`src/hw/rapr_defs.vh`:
```
// Constants for the row activate / precharge / refresh host controller.
// Assumes a single 100 MHz clock and an AXI4-Lite register port.
// Functional notes
// - With finite limit, activates per row are capped within activate window; controller only reports the limit to software.
// - Activate opens one row chosen by bank group, bank and row address.
// - Row stays open until precharge; precharge before activating another row.
// - Activate spacing short across bank groups, long within one group.
// - No fifth activate inside the four-activate window.
// - Precharge closes one or all banks; activate waits row precharge time.
// - Idle bank must be activated before any read or write.
// - Access to another bank allowed while one bank auto-precharges.
// - All banks idle for row precharge time before refresh.
// - Only deselects until refresh cycle time has elapsed.
// - Average one refresh per interval; postpone up to 8, 16 or 32.
// - Gap between refreshes at most 9, 17 or 33 intervals; code holds a due refresh until the host closes all banks.
// - Up to 8, 16 or 32 pull-ins; extra ones earn nothing.
// - At most 16 refreshes within two intervals; code limits only owed and pulled-in counts, not refreshes per window.
`ifndef RAPR_DEFS_VH
`define RAPR_DEFS_VH

// ****************************************************************
// Register offsets (byte addresses)
// ****************************************************************
`define RAPR_REG_CTRL      8'h00
`define RAPR_REG_CMD       8'h04
`define RAPR_REG_ROW       8'h08
`define RAPR_REG_STATUS    8'h0C
`define RAPR_REG_MAC       8'h10
`define RAPR_REG_OPEN      8'h14

// ****************************************************************
// Command codes written to the command register
// ****************************************************************
`define RAPR_OP_ACT        3'h1
`define RAPR_OP_PRE        3'h2
`define RAPR_OP_PREA       3'h3
`define RAPR_OP_RD         3'h4
`define RAPR_OP_WR         3'h5
`define RAPR_OP_REF        3'h6

// ****************************************************************
// Refresh-rate mode codes
// ****************************************************************
`define RAPR_FGR_1X        3'h0
`define RAPR_FGR_2X        3'h1
`define RAPR_FGR_4X        3'h2
`define RAPR_FGR_OTF2      3'h5
`define RAPR_FGR_OTF4      3'h6

// ****************************************************************
// Activate-limit codes and timing in cycles of 10 ns
// ****************************************************************
`define RAPR_MAC_UNLIM     4'h8
`define RAPR_MAC_UNTESTED  4'h0
`define RAPR_T_RRDS        8'h04
`define RAPR_T_RRDL        8'h06
`define RAPR_T_FAW         8'h15
`define RAPR_T_RP          8'h0E
`define RAPR_T_RFC         16'h0023
`define RAPR_T_REFI        16'h030C
`define RAPR_POST_1X       6'h08
`define RAPR_OK            2'h0
`define RAPR_SLVERR        2'h2

`endif

```
`src/hw/rapr_bank_timer.v`:
```
// Per-bank open/idle tracking and precharge timer for the host.
// Assumes one command per cycle, strobed by the main controller.
`timescale 1ns/1ps
module rapr_bank_timer #(
  parameter NB  = 8,
  parameter TRP = 8
) (
  input  wire          clk_i,
  input  wire          srst_i,
  input  wire          act_i,
  input  wire          pre_i,
  input  wire          prea_i,
  input  wire          ref_i,
  input  wire [2:0]    bank_i,
  output wire [NB-1:0] open_o,
  output wire [NB-1:0] ready_o
);
  // ****************************************************************
  // Per-bank state
  // ****************************************************************
  // One-hot bank select, so each bank compares one bit instead of a genvar slice
  wire [NB-1:0] sel_oh = {{(NB-1){1'b0}}, 1'b1} << bank_i;
  genvar g;
  generate
    for (g = 0; g < NB; g = g + 1) begin : g_bank
      reg       open;
      reg [7:0] cnt;
      wire      hit = sel_oh[g];
      // Precharge restarts timer even on idle bank
      always @(posedge clk_i) begin
        if (srst_i) begin
          open <= 1'b0;
          cnt  <= 8'h00;
        end else if (act_i && hit) begin
          open <= 1'b1;
        end else if (prea_i || (pre_i && hit)) begin
          open <= 1'b0;
          cnt  <= TRP[7:0];
        end else if (ref_i) begin
          open <= 1'b0;
        end else if (cnt != 8'h00) begin
          cnt  <= cnt - 8'h01;
        end
      end
      assign open_o[g]  = open;
      assign ready_o[g] = (cnt == 8'h00);
    end
  endgenerate
endmodule // rapr_bank_timer

```
`src/hw/rapr_ctrl.v`:
```
// Host controller driving row activate, precharge and refresh commands.
// Assumes an AXI4-Lite master and a device sampling on rising clk_i.
//
// Register access over AXI4-Lite and the address map were decided locally.
`timescale 1ns/1ps
`include "rapr_defs.vh"
module rapr_ctrl #(
  parameter T_RRDS = 4,
  parameter T_RRDL = 6,
  parameter T_FAW  = 21,
  parameter T_RP   = 14,
  parameter T_RFC  = 35,
  parameter T_REFI = 780
) (
  input  wire        clk_i,
  input  wire        srst_i,
  input  wire [7:0]  s_awaddr_i,
  input  wire        s_awvalid_i,
  output reg         s_awready_o,
  input  wire [31:0] s_wdata_i,
  input  wire [3:0]  s_wstrb_i,
  input  wire        s_wvalid_i,
  output reg         s_wready_o,
  output reg  [1:0]  s_bresp_o,
  output reg         s_bvalid_o,
  input  wire        s_bready_i,
  input  wire [7:0]  s_araddr_i,
  input  wire        s_arvalid_i,
  output reg         s_arready_o,
  output reg  [31:0] s_rdata_o,
  output reg  [1:0]  s_rresp_o,
  output reg         s_rvalid_o,
  input  wire        s_rready_i,
  input  wire [7:0]  mac_code_i,
  output reg         cs_n_o,
  output reg         act_n_o,
  output reg         ras_n_o,
  output reg         cas_n_o,
  output reg         we_n_o,
  output reg  [1:0]  bg_o,
  output reg  [1:0]  ba_o,
  output reg  [17:0] addr_o
);
  // ****************************************************************
  // Registers and state
  // ****************************************************************
  localparam S_IDLE = 3'b001;
  localparam S_WAIT = 3'b010;
  localparam S_RFC  = 3'b100;
  reg  [2:0]  state;
  reg  [2:0]  fgr_mode;
  reg         auto_ref;
  reg  [31:0] cmd_reg;
  reg         cmd_pend;
  reg  [17:0] row_reg;
  reg  [7:0]  mac_reg;
  reg  [7:0]  rrd_cnt;
  reg  [1:0]  last_bg;
  reg  [7:0]  faw_cnt [0:3];
  reg  [1:0]  faw_ptr;
  reg  [15:0] rfc_cnt;
  reg  [15:0] refi_cnt;
  reg  [5:0]  owed;
  reg  [5:0]  ahead;
  reg         err_cmd;
  reg         aw_hold;
  reg         w_hold;
  reg  [7:0]  aw_addr;
  reg  [31:0] w_data;
  wire [7:0]  bank_open;
  wire [7:0]  bank_rdy;
  wire [2:0]  op    = cmd_reg[2:0];
  wire [2:0]  bnk   = cmd_reg[6:4];
  wire        cmd_a10 = cmd_reg[8];
  wire        cmd_bg0 = cmd_reg[9];
  wire [5:0]  post_max = (fgr_mode == `RAPR_FGR_4X) ? 6'h20 :
                         (fgr_mode == `RAPR_FGR_2X) ? 6'h10 : `RAPR_POST_1X;
  wire        all_idle = (bank_open == 8'h00) && (bank_rdy == 8'hFF);
  wire        faw_ok   = (faw_cnt[faw_ptr] == 8'h00);
  wire        same_bg  = (bnk[2:1] == last_bg);
  // Spacing limit picked by the group of the activate about to go out
  wire        act_ok   = faw_ok && (rrd_cnt >= (same_bg ? T_RRDL[7:0] : T_RRDS[7:0])) &&
                         !bank_open[bnk] && bank_rdy[bnk];
  wire        ref_due  = (owed == post_max);
  wire        refi_end = (refi_cnt == T_REFI[15:0] - 16'h0001);
  wire        host_ref = cmd_pend && (op == `RAPR_OP_REF);
  wire        go_act, go_pre, go_prea, go_ref, go_rw, go_bad;
  // ****************************************************************
  // Command legality checks
  // ****************************************************************
  assign go_act  = (state == S_IDLE) && cmd_pend && op == `RAPR_OP_ACT && act_ok && !ref_due;
  assign go_pre  = (state == S_IDLE) && cmd_pend && op == `RAPR_OP_PRE;
  assign go_prea = (state == S_IDLE) && cmd_pend && op == `RAPR_OP_PREA;
  assign go_rw   = (state == S_IDLE) && cmd_pend && (op == `RAPR_OP_RD || op == `RAPR_OP_WR)
                   && bank_open[bnk] && !ref_due;
  assign go_ref  = (state == S_IDLE) && all_idle && (ref_due || (auto_ref && owed != 6'h00) ||
                   (cmd_pend && op == `RAPR_OP_REF && ahead < post_max));
  // Unknown ops are dropped and flagged
  assign go_bad  = (state == S_IDLE) && cmd_pend &&
                   (op == 3'h0 || op == 3'h7 || (op == `RAPR_OP_REF && ahead >= post_max));

  rapr_bank_timer #(.NB(8), .TRP(T_RP)) u_bank (
    .clk_i   (clk_i),
    .srst_i  (srst_i),
    .act_i   (go_act && !go_ref),
    .pre_i   ((go_pre || (go_rw && cmd_a10)) && !go_ref),
    .prea_i  (go_prea && !go_ref),
    .ref_i   (go_ref),
    .bank_i  (bnk),
    .open_o  (bank_open),
    .ready_o (bank_rdy)
  );

  // ****************************************************************
  // Command pins and sequencing
  // ****************************************************************
  // Refresh wins over host command; at the postpone limit a due refresh still waits for the host to close open banks
  always @(posedge clk_i) begin
    if (srst_i) begin
      state <= S_IDLE;
      {cs_n_o, act_n_o, ras_n_o, cas_n_o, we_n_o} <= 5'h1F;
      bg_o    <= 2'h0;
      ba_o    <= 2'h0;
      addr_o  <= 18'h00000;
      rfc_cnt <= 16'h0000;
    end else begin
      {cs_n_o, act_n_o, ras_n_o, cas_n_o, we_n_o} <= 5'h1F; // Deselect by default
      case (state)
        S_IDLE: begin
          if (go_ref) begin
            {cs_n_o, act_n_o, ras_n_o, cas_n_o, we_n_o} <= 5'b01001;
            // Only a host refresh carries a rate choice; stale command bits must not leak
            bg_o    <= {1'b0, cmd_bg0 & fgr_mode[2] & host_ref};
            rfc_cnt <= T_RFC[15:0];
            state   <= S_RFC;
          end else if (go_act) begin
            {cs_n_o, act_n_o} <= 2'b00;
            {ras_n_o, cas_n_o, we_n_o} <= {row_reg[16], row_reg[15], row_reg[14]};
            bg_o   <= bnk[2:1];
            ba_o   <= {1'b0, bnk[0]};
            addr_o <= row_reg;
          end else if (go_pre || go_prea) begin
            {cs_n_o, act_n_o, ras_n_o, cas_n_o, we_n_o} <= 5'b01010;
            bg_o   <= bnk[2:1];
            ba_o   <= {1'b0, bnk[0]};
            addr_o <= {7'h00, go_prea, 10'h000};
          end else if (go_rw) begin
            {cs_n_o, act_n_o, ras_n_o, cas_n_o, we_n_o} <= {4'b0110, op != `RAPR_OP_WR};
            bg_o   <= bnk[2:1];
            ba_o   <= {1'b0, bnk[0]};
            addr_o <= {7'h00, cmd_a10, 10'h000};
          end
        end
        S_RFC: begin
          // Only deselects until refresh cycle ends
          if (rfc_cnt <= 16'h0001) state <= S_IDLE;
          rfc_cnt <= rfc_cnt - 16'h0001;
        end
        default: state <= S_IDLE;
      endcase
    end
  end

  // ****************************************************************
  // Activate spacing and four-activate window
  // ****************************************************************
  always @(posedge clk_i) begin : p_act
    integer i;
    if (srst_i) begin
      rrd_cnt <= 8'hFF;
      last_bg <= 2'h0;
      faw_ptr <= 2'h0;
      for (i = 0; i < 4; i = i + 1) faw_cnt[i] <= 8'h00;
    end else begin
      for (i = 0; i < 4; i = i + 1)
        if (faw_cnt[i] != 8'h00) faw_cnt[i] <= faw_cnt[i] - 8'h01;
      // Counts up from the last activate and saturates above any spacing
      if (rrd_cnt != 8'hFF) rrd_cnt <= rrd_cnt + 8'h01;
      if (go_act && !go_ref) begin
        rrd_cnt <= 8'h01;
        last_bg <= bnk[2:1];
        faw_cnt[faw_ptr] <= T_FAW[7:0] - 8'h01;
        faw_ptr <= faw_ptr + 2'h1;
      end
    end
  end

  // ****************************************************************
  // Refresh debt: owed intervals and pull-ins
  // ****************************************************************
  always @(posedge clk_i) begin
    if (srst_i) begin
      refi_cnt <= 16'h0000;
      owed     <= 6'h00;
      ahead    <= 6'h00;
    end else begin
      refi_cnt <= refi_end ? 16'h0000 : refi_cnt + 16'h0001;
      // An interval end and a refresh in one cycle cancel; none may be lost
      if (refi_end && !go_ref) begin
        if (ahead != 6'h00) ahead <= ahead - 6'h01;
        else if (owed < post_max) owed <= owed + 6'h01;
      end else if (go_ref && !refi_end) begin
        if (owed != 6'h00) owed <= owed - 6'h01;
        else ahead <= ahead + 6'h01;
      end
    end
  end

  // ****************************************************************
  // AXI4-Lite slave
  // ****************************************************************
  // Write address and data may arrive in either order
  always @(posedge clk_i) begin
    if (srst_i) begin
      s_awready_o <= 1'b0;
      s_wready_o  <= 1'b0;
      s_bvalid_o  <= 1'b0;
      s_bresp_o   <= `RAPR_OK;
      aw_hold     <= 1'b0;
      w_hold      <= 1'b0;
      aw_addr     <= 8'h00;
      w_data      <= 32'h0;
      fgr_mode    <= `RAPR_FGR_1X;
      auto_ref    <= 1'b1;
      cmd_reg     <= 32'h0;
      cmd_pend    <= 1'b0;
      row_reg     <= 18'h00000;
      err_cmd     <= 1'b0;
    end else begin
      s_awready_o <= !aw_hold && s_awvalid_i && !s_awready_o && !s_bvalid_o;
      s_wready_o  <= !w_hold && s_wvalid_i && !s_wready_o && !s_bvalid_o;
      if (s_awvalid_i && s_awready_o) begin
        aw_hold <= 1'b1;
        aw_addr <= s_awaddr_i;
      end
      if (s_wvalid_i && s_wready_o) begin
        w_hold <= 1'b1;
        w_data <= s_wdata_i;
      end
      if (go_act || go_pre || go_prea || go_rw || go_bad || (go_ref && op == `RAPR_OP_REF && cmd_pend))
        cmd_pend <= go_ref && op != `RAPR_OP_REF; // Refresh preempted a host command
      if (go_bad) err_cmd <= 1'b1;
      if (aw_hold && w_hold && !s_bvalid_o) begin
        aw_hold    <= 1'b0;
        w_hold     <= 1'b0;
        s_bvalid_o <= 1'b1;
        s_bresp_o  <= `RAPR_OK;
        case (aw_addr)
          `RAPR_REG_CTRL: begin
            fgr_mode <= w_data[2:0];
            auto_ref <= w_data[4];
            // A refusal in the same cycle keeps the flag: set beats clear
            if (w_data[8] && !go_bad) err_cmd <= 1'b0;
          end
          `RAPR_REG_CMD: begin
            if (!cmd_pend) begin
              cmd_reg  <= w_data;
              cmd_pend <= 1'b1;
            end
          end
          `RAPR_REG_ROW:  row_reg <= w_data[17:0];
          default:        s_bresp_o <= `RAPR_SLVERR;
        endcase
      end else if (s_bvalid_o && s_bready_i) s_bvalid_o <= 1'b0;
    end
  end

  // Read channel; capability word latched every cycle
  always @(posedge clk_i) begin
    if (srst_i) begin
      s_arready_o <= 1'b0;
      s_rvalid_o  <= 1'b0;
      s_rdata_o   <= 32'h0;
      s_rresp_o   <= `RAPR_OK;
      mac_reg <= 8'h00;
    end else begin
      mac_reg     <= mac_code_i;
      s_arready_o <= s_arvalid_i && !s_arready_o && !s_rvalid_o;
      if (s_arvalid_i && s_arready_o) begin
        s_rvalid_o <= 1'b1;
        s_rresp_o  <= `RAPR_OK;
        s_rdata_o  <= 32'h0;
        case (s_araddr_i)
          `RAPR_REG_CTRL:   s_rdata_o <= {27'h0, auto_ref, 1'b0, fgr_mode};
          `RAPR_REG_CMD:    s_rdata_o <= cmd_reg;
          `RAPR_REG_ROW:    s_rdata_o <= {14'h0, row_reg};
          `RAPR_REG_STATUS: s_rdata_o <= {10'h0, ahead, 2'h0, owed, 5'h0, err_cmd, state == S_RFC, cmd_pend};
          // Unlimited flag saves software decoding; finite limits are software's to police
          `RAPR_REG_MAC:    s_rdata_o <= {23'h0, mac_reg[3:0] == `RAPR_MAC_UNLIM, mac_reg};
          `RAPR_REG_OPEN:   s_rdata_o <= {16'h0, bank_rdy, bank_open};
          default:          s_rresp_o <= `RAPR_SLVERR;
        endcase
      end else if (s_rvalid_o && s_rready_i) s_rvalid_o <= 1'b0;
    end
  end
endmodule // rapr_ctrl

```
`config.mk`:
```
export PLATFORM = sky130hd
export DESIGN_NAME = rapr_ctrl
export DESIGN_NICKNAME = d
export VERILOG_FILES = /design/src/hw/rapr_bank_timer.v /design/src/hw/rapr_ctrl.v
export VERILOG_INCLUDE_DIRS = /design/src /design/src/hw
export SDC_FILE = /design/constraint.sdc
export NUM_CORES = 1
export LEC_CHECK = 0
export ABC_CLOCK_PERIOD_IN_PS = 4700
export BUFFER_PORTS_ARGS = -buffer_cell sky130_fd_sc_hd__buf_2
export CORE_MARGIN = 2
export CORE_UTILIZATION = 45
export CTS_BUF_LIST = sky130_fd_sc_hd__clkbuf_4 sky130_fd_sc_hd__clkbuf_8 sky130_fd_sc_hd__clkbuf_16
export DETAILED_ROUTE_END_ITERATION = 10
export SYNTH_ARGS = -nofsm -noshare
export SYNTH_HDL_FRONTEND = slang
export SYNTH_SLANG_ARGS = --single-unit
```
`constraint.sdc`:
```
create_clock -name clk_i -period 4.7 [get_ports clk_i]
set_input_delay 0.47 -clock clk_i [delete_from_list [all_inputs] [get_ports clk_i]]
set_output_delay 0.47 -clock clk_i [all_outputs]
set_load 0.02 [all_outputs]
```
==> summary.md <==
| Metric | Value |
|---|---|
| H-tree depth | `2` |
| Flops & latches, synth | `335` |
| Cell area power density | `536 mW/mm2` |
| Per-cell routed wire length | `16.1 um` |
| Sink Count | `335` |
| Final Setup Violations | `0` |
| Max reg flops | `64` |
| Largest net degree at the start of global routing | `117` |
| Sequential element share of the synthesized area | `roughly 45%` |
| Tcrit/Tclk final | `between 90% and 100%` |
| Worst-Skew Late Latency | `520 ps` |
| DP HPWL | `25.9 mm` |
| CP max FO | `7` |
| PnR worst setup slack | `334 ps` |
| Top cells by area, synth | `dfxtp_1 45%, nand2_1 6.2%, a21oi_1 6.0%, nor2_1 4.1%, ha_1 4.0%` |
| Worst setup EP type | `flip-flop` |
| Least-Margin Pin Slew | `1210 ps` |
| Nets | `1961` |
| Vias in the first global route | `11886` |
| Pre-antenna DRT Iters | `9` |
| Final wirelength | `37.3 mm` |
| Die area | `approximately 0.035 mm2` |
| Number of synthesized flops with an enable pin | `0` |
| Maximum vdd drop | `~0.26 mV` |
| Critical path's largest stage delay | `670 ps` |
| Post-synth top area cell | `dfxtp_1` |
| Critical path arrival | `4740 ps` |
| Starting DRT DRC Count | `817` |
| Async SR Flop Fraction | `0%` |
| Pre-CTS setup slack | `around 190 ps` |
| Mapped Cells | `approximately 1800` |
| Worst-path clk slew | `60 ps` |
| Vias | `roughly 12000` |
| Post-synthesis adder-cell area fraction | `4.30%` |
| DRC viols | `0` |
| Hold_buf cts | `0` |
| Ports | `about 140` |
| Core Util, Final | `between 50% and 60%` |
| Mapped Area | `0.0149 mm2` |
| CTS Buf Count | `38` |
| Clock Path Buffers | `3` |
| Worst Setup Start Kind | `flip-flop` |
| Largest Register | `u_bank.g_bank.cnt` |
| Global Route Usage Sum | `between 20 and 25%` |
| Post-Place Cells | `approximately 2200` |
| GPL Wtd Cong | `0.847` |
| Die width | `186 um` |
| Ys flop type | `dfxtp_1` |
| CTS Root Cell | `clkbuf_16` |
| Final Hold Vio Count | `0` |
| WP data required | `5070 ps` |
| Port Buffers | `127` |
| Initial cell density of the core | `45.7%` |
| Vias per Instance | `5.36` |
| First-pass GRT wire length | `just over 60 mm` |
| Achievable frequency | `0.229 GHz` |
| Slew margin rel. | `approximately a fifth` |
| Antenna violations before repair | `0` |
| Min cycle time layout | `4370 ps` |
| Yosys warnings | `0` |
| CTS tree | `done` |
| Synth Area in Compound Gates | `12.5%` |
| Pleak | `0.00692 uW` |
| Multiplexer area fraction after synthesis | `3.94%` |
| Most used cell, CP | `a21oi_1` |
| Average size of a mapped cell | `8.51 um2` |
| Layout cells sized above 1 | `13.7%` |
| GRT overflow | `0` |
| Site Rows | `66` |
| Synth Area in Simple Gates | `24.0%` |
| Crit path cell chain | `or3b_2 -> ha_1 -> a21oi_1 -> o211ai_1 -> nand3_1 -> nand3_1 -> or4_1 -> ha_2 -> inv_1 -> buf_4 -> ha_1 -> a21oi_1 -> o21bai_1 -> a21oi_1 -> xnor2_1 -> nand2_1 -> xor2_1 -> nor2_1` |
| Max stage delay cell, worst path | `or4_1` |
| HP Class | `primary input to flip-flop` |
| Die Height | `186 um` |
| DRT antenna net count | `0` |
| Fin cells | `2312` |
| Max-cap violation count | `0` |
| Final setup skew | `32.6 ps` |
| Filler cells | `3087` |
| Synth Area in XOR/XNOR | `6.23%` |
| Core area | `0.0326 mm2` |
| N_diodes | `0` |
| Yosys cell types | `71` |
| Main combinational cell family by area after synthesis | `simple AND/OR/NAND/NOR gates` |
| Area share of the largest cell type after synthesis | `~45%` |
| WHS | `180 ps` |
| Crit Path Category | `flip-flop to flip-flop` |
| Status | `completed` |
| Synth-to-Final Area Change | `15.7%` |
| Final Max Tran Viols | `0` |
-- cells by family after synthesis --
logic type	count (synthesis)
flip-flops	335
multiplexers	56
buffers and inverters	145
adder cells (fa/ha/maj)	50
XOR/XNOR	106
other	1
AND/OR/NAND/NOR	748
AO/OA/AOI/OAI	311
-- cell usage after synthesis (21+ instances only) --
master	instances
a21oi_1	179
nor3_1	95
xor2_1	45
nor2_1	162
nor4_1	36
nand2_1	246
ha_1	48
dfxtp_1	335
a22o_1	21
inv_1	43
mux2i_1	43
o21ai_0	39
clkbuf_1	78
nand3_1	68
xnor2_1	61
-- critical path: cells and delay by family (launching register included) --
kind | cells | cell delay [ps]
buffers and inverters | 2 | 290
flip-flops | 1 | 350
XOR/XNOR | 2 | 280
adder cells (fa/ha/maj) | 3 | 900
AO/OA/AOI/OAI | 5 | 830
AND/OR/NAND/NOR | 6 | 1560
-- final timing paths --
check | start | to | slack, ps | cells past startpoint
hold reg to reg | s_rdata_o[28] | s_rdata_o[28] | 450 | 2
hold / removal | mac_code_i[0] | mac_reg[0] | 180 | 2
setup / recovery | fgr_mode[2] | owed[5] | 330 | 18
setup reg to reg | fgr_mode[2] | owed[5] | 330 | 18
-- cells in the final DEF, fill, tap and decap left out, drive strengths merged, types with 5 or more instances in the layout --
cell / n
nand3b: 9
nor3: 98
and2: 16
a222oi: 6
nand2b: 6
nor3b: 9
xnor2: 61
a21o: 7
mux2: 12
nor2b: 16
clkbuf: 55
nor4: 37
nand4: 11
and3: 18
or2: 5
nand3: 68
mux2i: 43
ha: 48
nor2: 165
xor2: 45
or4: 9
a22o: 21
a31oi: 6
a21oi: 180
buf: 150
dfxtp: 335
clkinv: 7
a22oi: 13
or3: 19
a211oi: 7
o21ai: 39
nand2: 247
bufinv: 5
inv: 44
-- cell type report --
| class | instances | area (um2) | share of cell area, % |
|---|---|---|---|
| timing repair buffer | 151 | 825 | 4.78 |
| tap | 442 | 553 | 3.21 |
| multi-input combinational | 1274 | 7650 | 44.4 |
| clock inverter | 12 | 189 | 1.10 |
| inverter | 44 | 165 | 0.958 |
| clock buffer | 54 | 1160 | 6.71 |
| sequential | 335 | 6710 | 38.9 |
-- per-stage QoR --
step	instance area, um2	power (uW)	TNS, ps
global route	17200	9820	-10.9
detailed placement	15900	6130	0
finish	17200	9240	0
global placement	15900	6050	0
CTS	17200	9290	0
floorplan	14900	5610	0
-- where the power goes --
part / leakage [uW] / internal, uW / switching [uW]
sequential: 0.00273 / 3250 / 354
clock: 0.000677 / 1980 / 1150
combinational: 0.00351 / 1130 / 1380
total: 0.00692 / 6360 / 2880
-- what timing repair did --
item,4_1_cts,5_1_grt
resized for setup,0,4
buffers inserted,0,0
endpoints found under the setup margin,0,2
-- routing by layer --
metal,track usage [%],part of all wire [%],vias up
met5,0,0,-
li1,-,-,6248
met1,29.1,48,5848
met3,3.78,4.4,43
met2,35.9,46,256
met4,5.45,1.8,0
(Power assumes the default switching activity.)
